**src/common/pds_pkg.sv**
```systemverilog
// package: register map and field layout for the port drive-strength registers
package pds_pkg;

    // ========================================
    // register map
    localparam logic [11:0] ADDR_SEL0     = 12'h000;
    localparam logic [11:0] ADDR_SEL1     = 12'h004;
    localparam int          DATA_W        = 32;
    localparam int          REG_W         = 8;

    // ========================================
    // field positions, first register
    localparam int          SEL0_PD_HI    = 7;
    localparam int          SEL0_PD_LO    = 6;
    localparam int          SEL0_PC_HI    = 5;
    localparam int          SEL0_PC_LO    = 4;
    localparam int          SEL0_PB_HI    = 3;
    localparam int          SEL0_PB_LO    = 2;
    localparam int          SEL0_PA_HI    = 1;
    localparam int          SEL0_PA_LO    = 0;

    // field positions, second register
    localparam int          SEL1_PG_HI    = 5;
    localparam int          SEL1_PG_LO    = 4;
    localparam int          SEL1_PE_LO    = 0;

    // implemented-bit masks and reset values
    localparam logic [7:0]  SEL0_MASK     = 8'hFF;
    localparam logic [7:0]  SEL1_MASK     = 8'h31;
    localparam logic [7:0]  SEL0_RST      = 8'h00;
    localparam logic [7:0]  SEL1_RST      = 8'h00;

    // drive level encoding
    localparam logic        DRIVE_MIN     = 1'b0;
    localparam logic        DRIVE_MAX     = 1'b1;

    // ========================================
    // per-nibble drive levels towards the pads
    typedef struct packed {
        logic portg_hi_nibble_drive;
        logic portg_lo_nibble_drive;
        logic porte_lo_nibble_drive;
        logic portd_hi_nibble_drive;
        logic portd_lo_nibble_drive;
        logic portc_hi_nibble_drive;
        logic portc_lo_nibble_drive;
        logic portb_hi_nibble_drive;
        logic portb_lo_nibble_drive;
        logic porta_hi_nibble_drive;
        logic porta_lo_nibble_drive;
    } pds_drive_t;

endpackage

```
**src/pds_regs.sv**
```systemverilog
// port drive-strength register bank with apb slave
// Notes on behaviour
// [RQ1] First register bit 7 drives port D upper nibble and bit 6 port D lower nibble.
// [RQ2] First register bit 5 drives port C upper nibble and bit 4 port C lower nibble.
// [RQ3] First register bit 3 drives port B upper nibble and bit 2 port B lower nibble.
// [RQ4] First register bit 1 drives port A upper nibble and bit 0 port A lower nibble.
// [RQ5] Second register bit 5 drives port G upper nibble and bit 4 port G lower nibble.
// [RQ6] Second register bit 0 drives port E lower nibble.
// [RQ7] A select bit at 0 puts its group's source and sink drivers at minimum strength.
// [RQ8] A select bit at 1 puts its group's source and sink drivers at maximum strength.
// [RQ9] Second register bits 7 to 6 and 3 to 1 ignore writes and read as zero.
// [RQ10] All implemented bits are read/write and clear to zero at reset.
`timescale 1ns/1ps

module pds_regs (
    input  wire logic               I_SYS_CLK,
    input  wire logic               I_RST_B,
    input  wire logic               i_psel,
    input  wire logic               i_penable,
    input  wire logic               i_pwrite,
    input  wire logic [11:0]        i_paddr,
    input  wire logic [31:0]        i_pwdata,
    input  wire logic [3:0]         i_pstrb,
    output logic                    o_pready,
    output logic [31:0]             o_prdata,
    output logic                    o_pslverr,
    output pds_pkg::pds_drive_t     o_drive
);

    // ========================================
    // bus decode
    logic                 access;
    logic                 hit0;
    logic                 hit1;
    logic                 wr0;
    logic                 wr1;
    logic [7:0]           sel0_reg;
    logic [7:0]           sel1_reg;
    logic [31:0]          rdata_next;

    assign access    = i_psel & i_penable;
    assign hit0      = (i_paddr == pds_pkg::ADDR_SEL0);
    assign hit1      = (i_paddr == pds_pkg::ADDR_SEL1);
    // only the low byte lane carries register data
    assign wr0       = access & i_pwrite & hit0 & i_pstrb[0];
    assign wr1       = access & i_pwrite & hit1 & i_pstrb[0];
    // zero wait states; unmapped addresses answer with an error
    assign o_pready  = 1'b1;
    assign o_pslverr = access & ~(hit0 | hit1);

    // ========================================
    // registers
    // [RQ10] reset clears, rw access
    always_ff @(posedge I_SYS_CLK or negedge I_RST_B) begin
        if (!I_RST_B) begin
            sel0_reg <= pds_pkg::SEL0_RST;
        end else if (wr0) begin
            sel0_reg <= i_pwdata[7:0] & pds_pkg::SEL0_MASK;
        end
    end

    // [RQ9] unimplemented bits masked off
    always_ff @(posedge I_SYS_CLK or negedge I_RST_B) begin
        if (!I_RST_B) begin
            sel1_reg <= pds_pkg::SEL1_RST;
        end else if (wr1) begin
            sel1_reg <= i_pwdata[7:0] & pds_pkg::SEL1_MASK;
        end
    end

    // ========================================
    // read path, registered data
    always_comb begin
        rdata_next = o_prdata;
        if (i_psel & ~i_penable & ~i_pwrite) begin
            if (hit0) begin
                rdata_next = {24'h000000, sel0_reg};
            end else if (hit1) begin
                rdata_next = {24'h000000, sel1_reg & pds_pkg::SEL1_MASK};
            end else begin
                rdata_next = 32'h00000000;
            end
        end
    end

    always_ff @(posedge I_SYS_CLK or negedge I_RST_B) begin
        if (!I_RST_B) begin
            o_prdata <= 32'h00000000;
        end else begin
            o_prdata <= rdata_next;
        end
    end

    // ========================================
    // pad level outputs
    // [RQ7] [RQ8] bit value is drive level directly
    always_comb begin
        // [RQ1] port d nibbles
        o_drive.portd_hi_nibble_drive = sel0_reg[pds_pkg::SEL0_PD_HI];
        o_drive.portd_lo_nibble_drive = sel0_reg[pds_pkg::SEL0_PD_LO];
        // [RQ2] port c nibbles
        o_drive.portc_hi_nibble_drive = sel0_reg[pds_pkg::SEL0_PC_HI];
        o_drive.portc_lo_nibble_drive = sel0_reg[pds_pkg::SEL0_PC_LO];
        // [RQ3] port b nibbles
        o_drive.portb_hi_nibble_drive = sel0_reg[pds_pkg::SEL0_PB_HI];
        o_drive.portb_lo_nibble_drive = sel0_reg[pds_pkg::SEL0_PB_LO];
        // [RQ4] port a nibbles
        o_drive.porta_hi_nibble_drive = sel0_reg[pds_pkg::SEL0_PA_HI];
        o_drive.porta_lo_nibble_drive = sel0_reg[pds_pkg::SEL0_PA_LO];
        // [RQ5] port g nibbles
        o_drive.portg_hi_nibble_drive = sel1_reg[pds_pkg::SEL1_PG_HI];
        o_drive.portg_lo_nibble_drive = sel1_reg[pds_pkg::SEL1_PG_LO];
        // [RQ6] port e low nibble
        o_drive.porte_lo_nibble_drive = sel1_reg[pds_pkg::SEL1_PE_LO];
    end

    // high for the first cycle after reset so reset values can be checked
    logic first_cyc_reg;

    always_ff @(posedge I_SYS_CLK or negedge I_RST_B) begin
        if (!I_RST_B) begin
            first_cyc_reg <= 1'b1;
        end else begin
            first_cyc_reg <= 1'b0;
        end
    end
endmodule

```
**config.mk**
```make
export PLATFORM = sky130hd
export DESIGN_NAME = pds_regs
export DESIGN_NICKNAME = d
export VERILOG_FILES = /design/src/common/pds_pkg.sv /design/src/pds_regs.sv
export SDC_FILE = /design/constraint.sdc
export NUM_CORES = 1
export LEC_CHECK = 0
export BUFFER_PORTS_ARGS = -buffer_cell sky130_fd_sc_hd__clkbuf_2
export CELL_PAD_IN_SITES_DETAIL_PLACEMENT = 1
export CELL_PAD_IN_SITES_GLOBAL_PLACEMENT = 1
export CORE_ASPECT_RATIO = 0.75
export CORE_MARGIN = 5
export CORE_UTILIZATION = 25
export CTS_CLUSTER_DIAMETER = 50
export DETAILED_ROUTE_END_ITERATION = 8
export GPL_ROUTABILITY_DRIVEN = 1
export PLACE_DENSITY = 0.76
export REMOVE_ABC_BUFFERS = 1
export SLEW_MARGIN = 0
export SYNTH_ARGS = -nofsm -noshare
export SYNTH_HDL_FRONTEND = slang
export SYNTH_SLANG_ARGS = --single-unit
```
**constraint.sdc**
```tcl
create_clock -name I_SYS_CLK -period 3.05 [get_ports I_SYS_CLK]
set_clock_uncertainty 0.1 [all_clocks]
set_input_delay 0.61 -clock I_SYS_CLK [delete_from_list [all_inputs] [get_ports I_SYS_CLK]]
set_output_delay 0.61 -clock I_SYS_CLK [all_outputs]
set_load 0.1 [all_outputs]
```
==> impl_metrics.ini, run 1 <==
[power]
p_sw_mw = 0.242
netSwitchingFraction_pct = 40.0
power.leakage_nw = 0.695
powerDensity_mw_per_mm2 = 468
pwr-share-seq_pct = 41.7
ir_drop_mv = 0.180
finalPower_mw = 0.604
clkPwrFrac_pct = 29.1
power_frac_comb_pct = 29.2
internal-power_mw = 0.362

[sta]
tightest_slew_ps = 635
setup_viol = 0
fin_crit_sh_pct = 95.4
finalHoldViolCount = 0
hold_ws_ps = 194
period_needed_ps = 2910
slew_violations = 0
relSlewSlack_pct = 57.3
rsz0062_at_grt = false
tns_ps = 0
timing.fmax_ghz = 0.344

[run]
cap_violations = 0

[cts]
clock-sinks = 19
clk_latency_ps = 260
cts_tree = yes
cts_resized = 0
holdBufCountCts = 0
cts_htree_levels = 1
cts_buffers = 3
path_clk_slew_ps = 80
clock-root-buffer = clkbuf_8
clk_path_buf_depth = 2
postCtsSetupRepairBufs = 0

[grt]
grt_first_pass_wirelength_um = 4400
grtUsageTotal_pct = 10.2
grt_max_degree = 20
gr-total-overflow = 0
grt_pass1_vias = 859
antenna_found_initial = 0

[final_layout]
instances_no_fill = 187
layout_common_cells = clkbuf_2, conb_1, dfrtp_1, mux2_2, a32o_1
drive_above_1_share_pct = 51.5
stdcell_area_sq_mm = 0.00129
final_common_cell = clkbuf_2
area_growth_pct = 24.7
nets = 186
antennaDiodeCount = 0

[placed_design]
io_buffers = 45
place_area_sq_mm = 0.00124
dp_hpwl_um = 2410
finalWeightedCongestion = 0.714
dp_cells = 183

[min_path]
min_path_type = input pin to asynchronous set/reset pin

[route]
routedWlPerCell_um = 14.8
drc = 0
vias = 751
drtPass1Iterations = 3
drt.antenna.violating_nets = 0
wl_um = 2770
vias_per_cell = 4.02
dr.first_iter.drc_count = 16

[critical_path]
arrival_ps = 2200
worstPathMaxFanout = 4
endpoint_kind = output pin
start_kind = input pin
critPathKind = input pin to output pin
required_ps = 2340

[synth]
synth_top_family_by_area = buffers and inverters
ys_seq_elements = 19
synth_compound_area_share_pct = 7.01
ys_seq_area_share_pct = 45.9
netlist_instances = 86
synth_xor_area_share_pct = 0
yosys.area_share.simple_pct = 12.5
synthAdderAreaFrac_pct = 0
syn_area_sq_mm = 0.00103
syn_area_per_cell_sq_um = 12.0
yosys_warnings = 0
synthMuxAreaShare_pct = 14.9
yosysUniqueCellTypes = 22

[die]
io_pins = 98
core-area_sq_mm = 0.00403
start_util_pct = 25.7
fp.dieW_um = 84.3
row_count = 20
dieArea_sq_mm = 0.00554
fp.dieH_um = 65.7

[outcome]
status = completed
[Yosys cell counts]
| cell type | instances | share of area (%) |
|---|---|---|
| or4_1 | 1 | 0.73 |
| nor2_1 | 1 | 0.36 |
| o31ai_1 | 3 | 2.2 |
| or3b_2 | 1 | 0.85 |
| buf_2 | 1 | 0.48 |
| mux2_2 | 11 | 12 |
| nand2_1 | 3 | 1.1 |
| or4b_2 | 1 | 0.97 |
| nand4_1 | 1 | 0.60 |
| clkbuf_1 | 1 | 0.36 |
| buf_4 | 25 | 18 |
| or3_1 | 1 | 0.60 |
| conb_1 | 2 | 0.73 |
| or3_2 | 1 | 0.73 |
| a32o_1 | 5 | 4.8 |
| nor4_4 | 1 | 2.1 |
| nor3_1 | 1 | 0.48 |
| mux2i_1 | 3 | 2.9 |
| dfrtp_1 | 19 | 46 |
| nor4_2 | 1 | 1.2 |
| and3_1 | 1 | 0.60 |
| or4_4 | 2 | 2.2 |
[stage by stage]
step / setup slack, ps / util [%]
after floorplan: 118 / -
after global placement: 149 / 30.8
after detailed placement: 130 / 30.8
after CTS: 129 / 32.0
after global routing: 98.5 / 32.0
final: 142 / 32.0
[cell families after synthesis]
logic type / Yosys count
compound gates: 8
flops: 19
mux: 14
simple gates: 16
buf+inv: 27
other cells: 2
[power by group through the flow]
stage | combinational [mW] | clock (mW) | sequential, mW
after floorplan | 0.145 | 0 | 0.258
after global placement | 0.173 | 0 | 0.257
after detailed placement | 0.175 | 0 | 0.257
after CTS | 0.175 | 0.182 | 0.252
after global routing | 0.181 | 0.191 | 0.252
final | 0.176 | 0.176 | 0.252
[critical path: stages]
cell and delay (ps):
clkbuf_2 80, or4_4 570, or3_2 530, and3_1 240
buf_12 170
[layer usage]
| metal | part of all wire [%] | wire, um | track usage (%) | vias to the layer above |
|---|---|---|---|---|
| met5 | 0 | 0 | 0 | - |
| met4 | 0.072 | 2 | 4.82 | 0 |
| met3 | 8.3 | 229 | 2.88 | 2 |
| met2 | 57 | 1580 | 19.6 | 27 |
| met1 | 35 | 960 | 10.1 | 371 |
| li1 | - | - | - | 351 |
[final cells by class]
class / count / area, sq um
sequential: 19 / 475
timing repair buffer: 46 / 248
clock buffer: 3 / 41.3
fill: 475 / 2740
tap: 55 / 68.8
clock inverter: 1 / 7.51
multi-input combinational: 63 / 449
[path summary, 6_finish.rpt]
kind | from | end | slack [ps] | cells past startpoint
min in group I_SYS_CLK | o_prdata[5]$_DFFE_PN0P_ | o_prdata[5]$_DFFE_PN0P_ | 400 | 2
worst max-delay path | i_paddr[8] | o_pslverr | 140 | 5
worst max register to register | sel1_reg[0]$_DFFE_PN0P_ | o_prdata[0]$_DFFE_PN0P_ | 2120 | 2
worst min register to register | o_prdata[5]$_DFFE_PN0P_ | o_prdata[5]$_DFFE_PN0P_ | 400 | 2
worst min-delay path | I_RST_B | sel1_reg[0]$_DFFE_PN0P_ | 190 | 1
max in group asynchronous | I_RST_B | o_prdata[1]$_DFFE_PN0P_ | 2320 | 1
Power figures use the tool's default switching activity.
==> inputs of run 2 (changes only) <==
REMOVE_ABC_BUFFERS = not set   (was 1)
==> run 2 against run 1 <==
Net effect:
- combinational power about the same
- register-to-register slack better by 20 ps
- flip-flop and latch count unchanged
- final area down 0.29%
- critical path depth unchanged
- maximum frequency down 0.17%
- total power down 0.93%
- first-iteration DRC count up 50%
- via count up 3.1%
- die area unchanged
- routed wire length down 3.5%
- critical endpoint unchanged
- largest cell class unchanged
- highest routed layer is now met3
==> impl_metrics.ini, run 2 (synthesized netlist as in run 1, its figures left out) <==
[sta]
hold_ws_ps = 212
slew_violations = 0
timing.fmax_ghz = 0.343
rsz0062_at_grt = false
period_needed_ps = 2910
layout_setup_ws_ps = 137
fin_crit_sh_pct = 95.5
tightest_slew_ps = 656
tns_ps = 0
setup_viol = 0
finalHoldViolCount = 0
relSlewSlack_pct = 55.9

[final_layout]
area_growth_pct = 24.3
layout_common_cells = clkbuf_2, conb_1, dfrtp_1, mux2_2, a32o_1
drive_above_1_share_pct = 50.8
stdcell_area_sq_mm = 0.00129
fillers = 474
antennaDiodeCount = 0
nets = 186
final_common_cell = clkbuf_2

[route]
vias_per_cell = 4.14
dr.first_iter.drc_count = 24
vias = 774
drc = 0
drt.antenna.violating_nets = 0
drtPass1Iterations = 4
routedWlPerCell_um = 14.3
wl_um = 2670

[critical_path]
crit_start = i_paddr[5]
critPathKind = input pin to output pin
endpoint_kind = output pin
critPathCapture = o_pslverr
start_kind = input pin
rr_startpoint = sel1_reg[5]$_DFFE_PN0P_
r2r_cells = 2
reg2reg_slack_ps = 2140
worstPathMaxFanout = 4
required_ps = 2340
arrival_ps = 2200
r2r-end = o_prdata[5]$_DFFE_PN0P_

[die]
fp.dieH_um = 65.7
dieArea_sq_mm = 0.00554
fp.dieW_um = 84.3
core-area_sq_mm = 0.00403
io_pins = 98
start_util_pct = 25.7
row_count = 20

[cts]
postCtsSetupRepairBufs = 0
cts_resized = 0
cts_htree_levels = 1
path_clk_slew_ps = 70
clk_path_buf_depth = 2
holdBufCountCts = 0
cts_buffers = 3
clock-root-buffer = clkbuf_8
cts_tree = yes
clk_latency_ps = 250
clock-sinks = 19

[min_path]
min_path_type = input pin to asynchronous set/reset pin

[grt]
grt_max_degree = 20
grtUsageTotal_pct = 10.1
gr-total-overflow = 0
grt_first_pass_wirelength_um = 4490
grt_pass1_vias = 888
antenna_found_initial = 0

[placed_design]
finalWeightedCongestion = 0.743
place_area_sq_mm = 0.00124
dp_slack_ps = 132
io_buffers = 45
dp_hpwl_um = 2320

[power]
powerDensity_mw_per_mm2 = 465
finalPower_mw = 0.598
ir_drop_mv = 0.166
power.leakage_nw = 0.698

[run]
cap_violations = 0

[outcome]
status = completed
-- run 2: cell types whose count changed in the layout (fill, tap and decap cells not counted) --
cell / previous run / this run
clkbuf_1: 0 / 1
clkinvlp_4: 1 / 0
-- run 2: worst min-delay path by stage --
| stage | start | to | slack, ps | cells after the start |
|---|---|---|---|---|
| finish | I_RST_B | o_prdata[0]$_DFFE_PN0P_ | 210 | 1 |
| global route | I_RST_B | o_prdata[0]$_DFFE_PN0P_ | 260 | 1 |
| CTS | I_RST_B | o_prdata[0]$_DFFE_PN0P_ | 220 | 1 |
| detailed placement | o_prdata[4]$_DFFE_PN0P_ | o_prdata[4]$_DFFE_PN0P_ | 370 | 2 |
| global placement | o_prdata[4]$_DFFE_PN0P_ | o_prdata[4]$_DFFE_PN0P_ | 370 | 2 |
| floorplan | I_RST_B | o_prdata[0]$_DFFE_PN0P_ | 210 | 0 |
-- run 2: worst max-delay path, stage by stage --
cell and delay (ps):
clkbuf_2 80, or4_4 570, or3_2 540, and3_1 230
buf_12 170
-- run 2: where the power goes --
group	switching [mW]	total [mW]	internal (mW)	leakage, nW
Combinational	0.158	0.176	0.0178	0.409
Sequential	0.0000874	0.252	0.252	0.266
Clock	0.0778	0.170	0.0926	0.0228
Total	0.236	0.598	0.362	0.698
-- run 2: metal layers --
layer  vias to the layer above  routed length, um  GRT usage (%)
met5                         -                  0              0
met4                         0                  0           3.01
met3                         0                183           2.51
met2                        33               1410           18.5
met1                       390               1070           11.7
li1                        351                  -              -
-- run 2: final cells by class --
cell class	instances	area [sq um]	share of cell area, %
flip-flops and latches	19	475	37.0
repair buffers	46	248	19.3
multi-input cells	63	449	34.9
clock buffers	4	45.0	3.50
well taps	55	68.8	5.35
-- run 2: metrics by stage --
step                instances  util [%]
global placement          183      30.8
global route              187      31.9
detailed placement        183      30.8
floorplan                 109         -
finish                    187      31.9
CTS                       187      31.9
==> inputs of run 3 (changes only) <==
ABC_AREA = 1   (was not set)
PLACE_DENSITY = 0.77   (was 0.76)
==> run 3 against run 2 <==
Net effect:
- via count increased by 17%
- utilization is 0.95 points lower
- flip-flop and latch count unchanged
- maximum frequency rose by 27%
- global-route usage decreased by 1.6 points
- critical path type unchanged
- critical endpoint unchanged
- highest routed layer is now met4
==> impl_metrics.ini, run 3 <==
[grt]
grt_pass1_vias = 884
grtUsageTotal_pct = 8.48
gr-total-overflow = 0
grt_first_pass_wirelength_um = 4000
antenna_found_initial = 0
grt_max_degree = 20

[cts]
postCtsSetupRepairBufs = 0
clk_path_buf_depth = 2
cts_tree = yes
holdBufCountCts = 0
cts_buffers = 3
cts_resized = 0
clock-sinks = 19
clock-root-buffer = clkbuf_8
path_clk_slew_ps = 70
clk_latency_ps = 250
cts_htree_levels = 1

[die]
io_pins = 98
core-area_sq_mm = 0.00447
start_util_pct = 25.7
dieArea_sq_mm = 0.00606
fp.dieW_um = 88.3
fp.dieH_um = 68.7
row_count = 21

[synth]
yosys_warnings = 0
netlist_instances = 137
syn_area_sq_mm = 0.00115
synth_top_area_share_pct = 41.4
synth_most_common_cell = nand2_1
synthArstFlopShare_pct = 100
syn_area_per_cell_sq_um = 8.38
ys_top_cells_by_area = dfrtp_1, buf_4, nand2_1, o21ai_2, inv_1
ys.flop_type = dfrtp_1
yosys.area.top_type = dfrtp_1
ys_seq_elements = 19
yosysUniqueCellTypes = 19
ys_seq_area_share_pct = 41.4
ys_top_cells_by_count = nand2_1, buf_4, dfrtp_1
synth_edf_count = 0

[final_layout]
area_growth_pct = 20.5
nets = 237
antennaDiodeCount = 0
drive_above_1_share_pct = 37.2
layout_common_cells = clkbuf_2, nand2_1, conb_1, dfrtp_1, inv_1
final_common_cell = clkbuf_2
utilization_pct = 31.0
fillers = 585

[critical_path]
critPathSlowestCell = clkbuf_2
required_ps = 2340
crit_top_cell = clkbuf_2
critical_path.top_delay_family = buffers and inverters
critPathKind = input pin to output pin
slowest_delay_ps = 380
worstPathCellList = clkbuf_2 > nor2_1 > nand2_2 > nor2_8 > a31oi_2 > clkbuf_2
endpoint_kind = output pin
start_kind = input pin
reg2reg_slack_ps = 2170
crit_buf_inv = 2
worstPathMaxFanout = 8
arrival_ps = 1590

[placed_design]
io_buffers = 45
finalWeightedCongestion = 0.707
dp_hpwl_um = 2260

[route]
dr.first_iter.drc_count = 32
wl_um = 2600
drt.antenna.violating_nets = 0
drc = 0
vias_per_cell = 3.76
vias = 902
routedWlPerCell_um = 10.8
drtPass1Iterations = 4

[power]
power_frac_comb_pct = 30.0
finalPower_mw = 0.599
netSwitchingFraction_pct = 39.7
ir_drop_mv = 0.123
pwr-share-seq_pct = 42.1
powerDensity_mw_per_mm2 = 433
power.leakage_nw = 0.799
clkPwrFrac_pct = 27.9
internal-power_mw = 0.361
p_sw_mw = 0.238

[sta]
relSlewSlack_pct = 63.4
finalHoldViolCount = 0
tightest_slew_ps = 552
period_needed_ps = 2300
hold_ws_ps = 200
timing.fmax_ghz = 0.436
rsz0062_at_grt = false
slew_violations = 0
tns_ps = 0
fin_crit_sh_pct = 75.3
setup_viol = 0

[min_path]
min_path_type = input pin to asynchronous set/reset pin

[outcome]
status = completed

[run]
cap_violations = 0
[run 3: metrics by stage]
stage               worst slack (ps)  cells  cell area, sq um
finish                           754    240              1380
floorplan                        584    160              1240
global placement                 747    236              1340
CTS                              736    240              1380
global route                     698    240              1380
detailed placement               739    236              1340
[run 3: worst register-to-register path, cell delays in order, from the launching register on]
cell and delay, ps:
dfrtp_1 420, nand3_1 100, nand2_1 50, nand2_1 50, nand2_1 50
[run 3: final cells by class]
cell class                      instances  area (sq um)  share of cell area, %
Tap cell                               57          71.3                   5.15
Multi-Input combinational cell        101           514                   37.2
Sequential cell                        19           475                   34.4
Timing Repair Buffer                   45           225                   16.3
Inverter                               14          52.6                   3.80
Clock buffer                            4          45.0                   3.25
[run 3: kinds of logic after synthesis]
family | share of synthesized area [%]
and+or+nand+nor | 25.9
other | 0.654
DFF | 41.4
AOI/OAI and AO/OA | 10.1
buffers and inverters | 21.9
[run 3: final timing paths]
| check | startpoint | end | cells past startpoint |
|---|---|---|---|
| setup / recovery | i_paddr[11] | o_pslverr | 6 |
| hold reg to reg | o_prdata[5]$_DFFE_PN0P_ | o_prdata[5]$_DFFE_PN0P_ | 2 |
| min in group I_SYS_CLK | o_prdata[5]$_DFFE_PN0P_ | o_prdata[5]$_DFFE_PN0P_ | 2 |
| max in group asynchronous | I_RST_B | sel0_reg[5]$_DFFE_PN0P_ | 1 |
| hold / removal | I_RST_B | o_prdata[7]$_DFFE_PN0P_ | 1 |
| setup reg to reg | sel0_reg[4]$_DFFE_PN0P_ | o_prdata[4]$_DFFE_PN0P_ | 4 |
[run 3: metal layers]
layer	routed length, um	track usage, %	share of wire [%]
met1	1100	10.3	42
met2	1310	14.3	50
met3	162	3.09	6.2
met4	26	2.26	1.0
met5	0	0	0
[run 3: power groups by stage]
stage	Clock, mW	Sequential, mW	Combinational [mW]
final	0.167	0.252	0.180
after global routing	0.188	0.252	0.187
after CTS	0.178	0.252	0.180
after detailed placement	0	0.257	0.180
after global placement	0	0.257	0.179
after floorplan	0	0.258	0.179
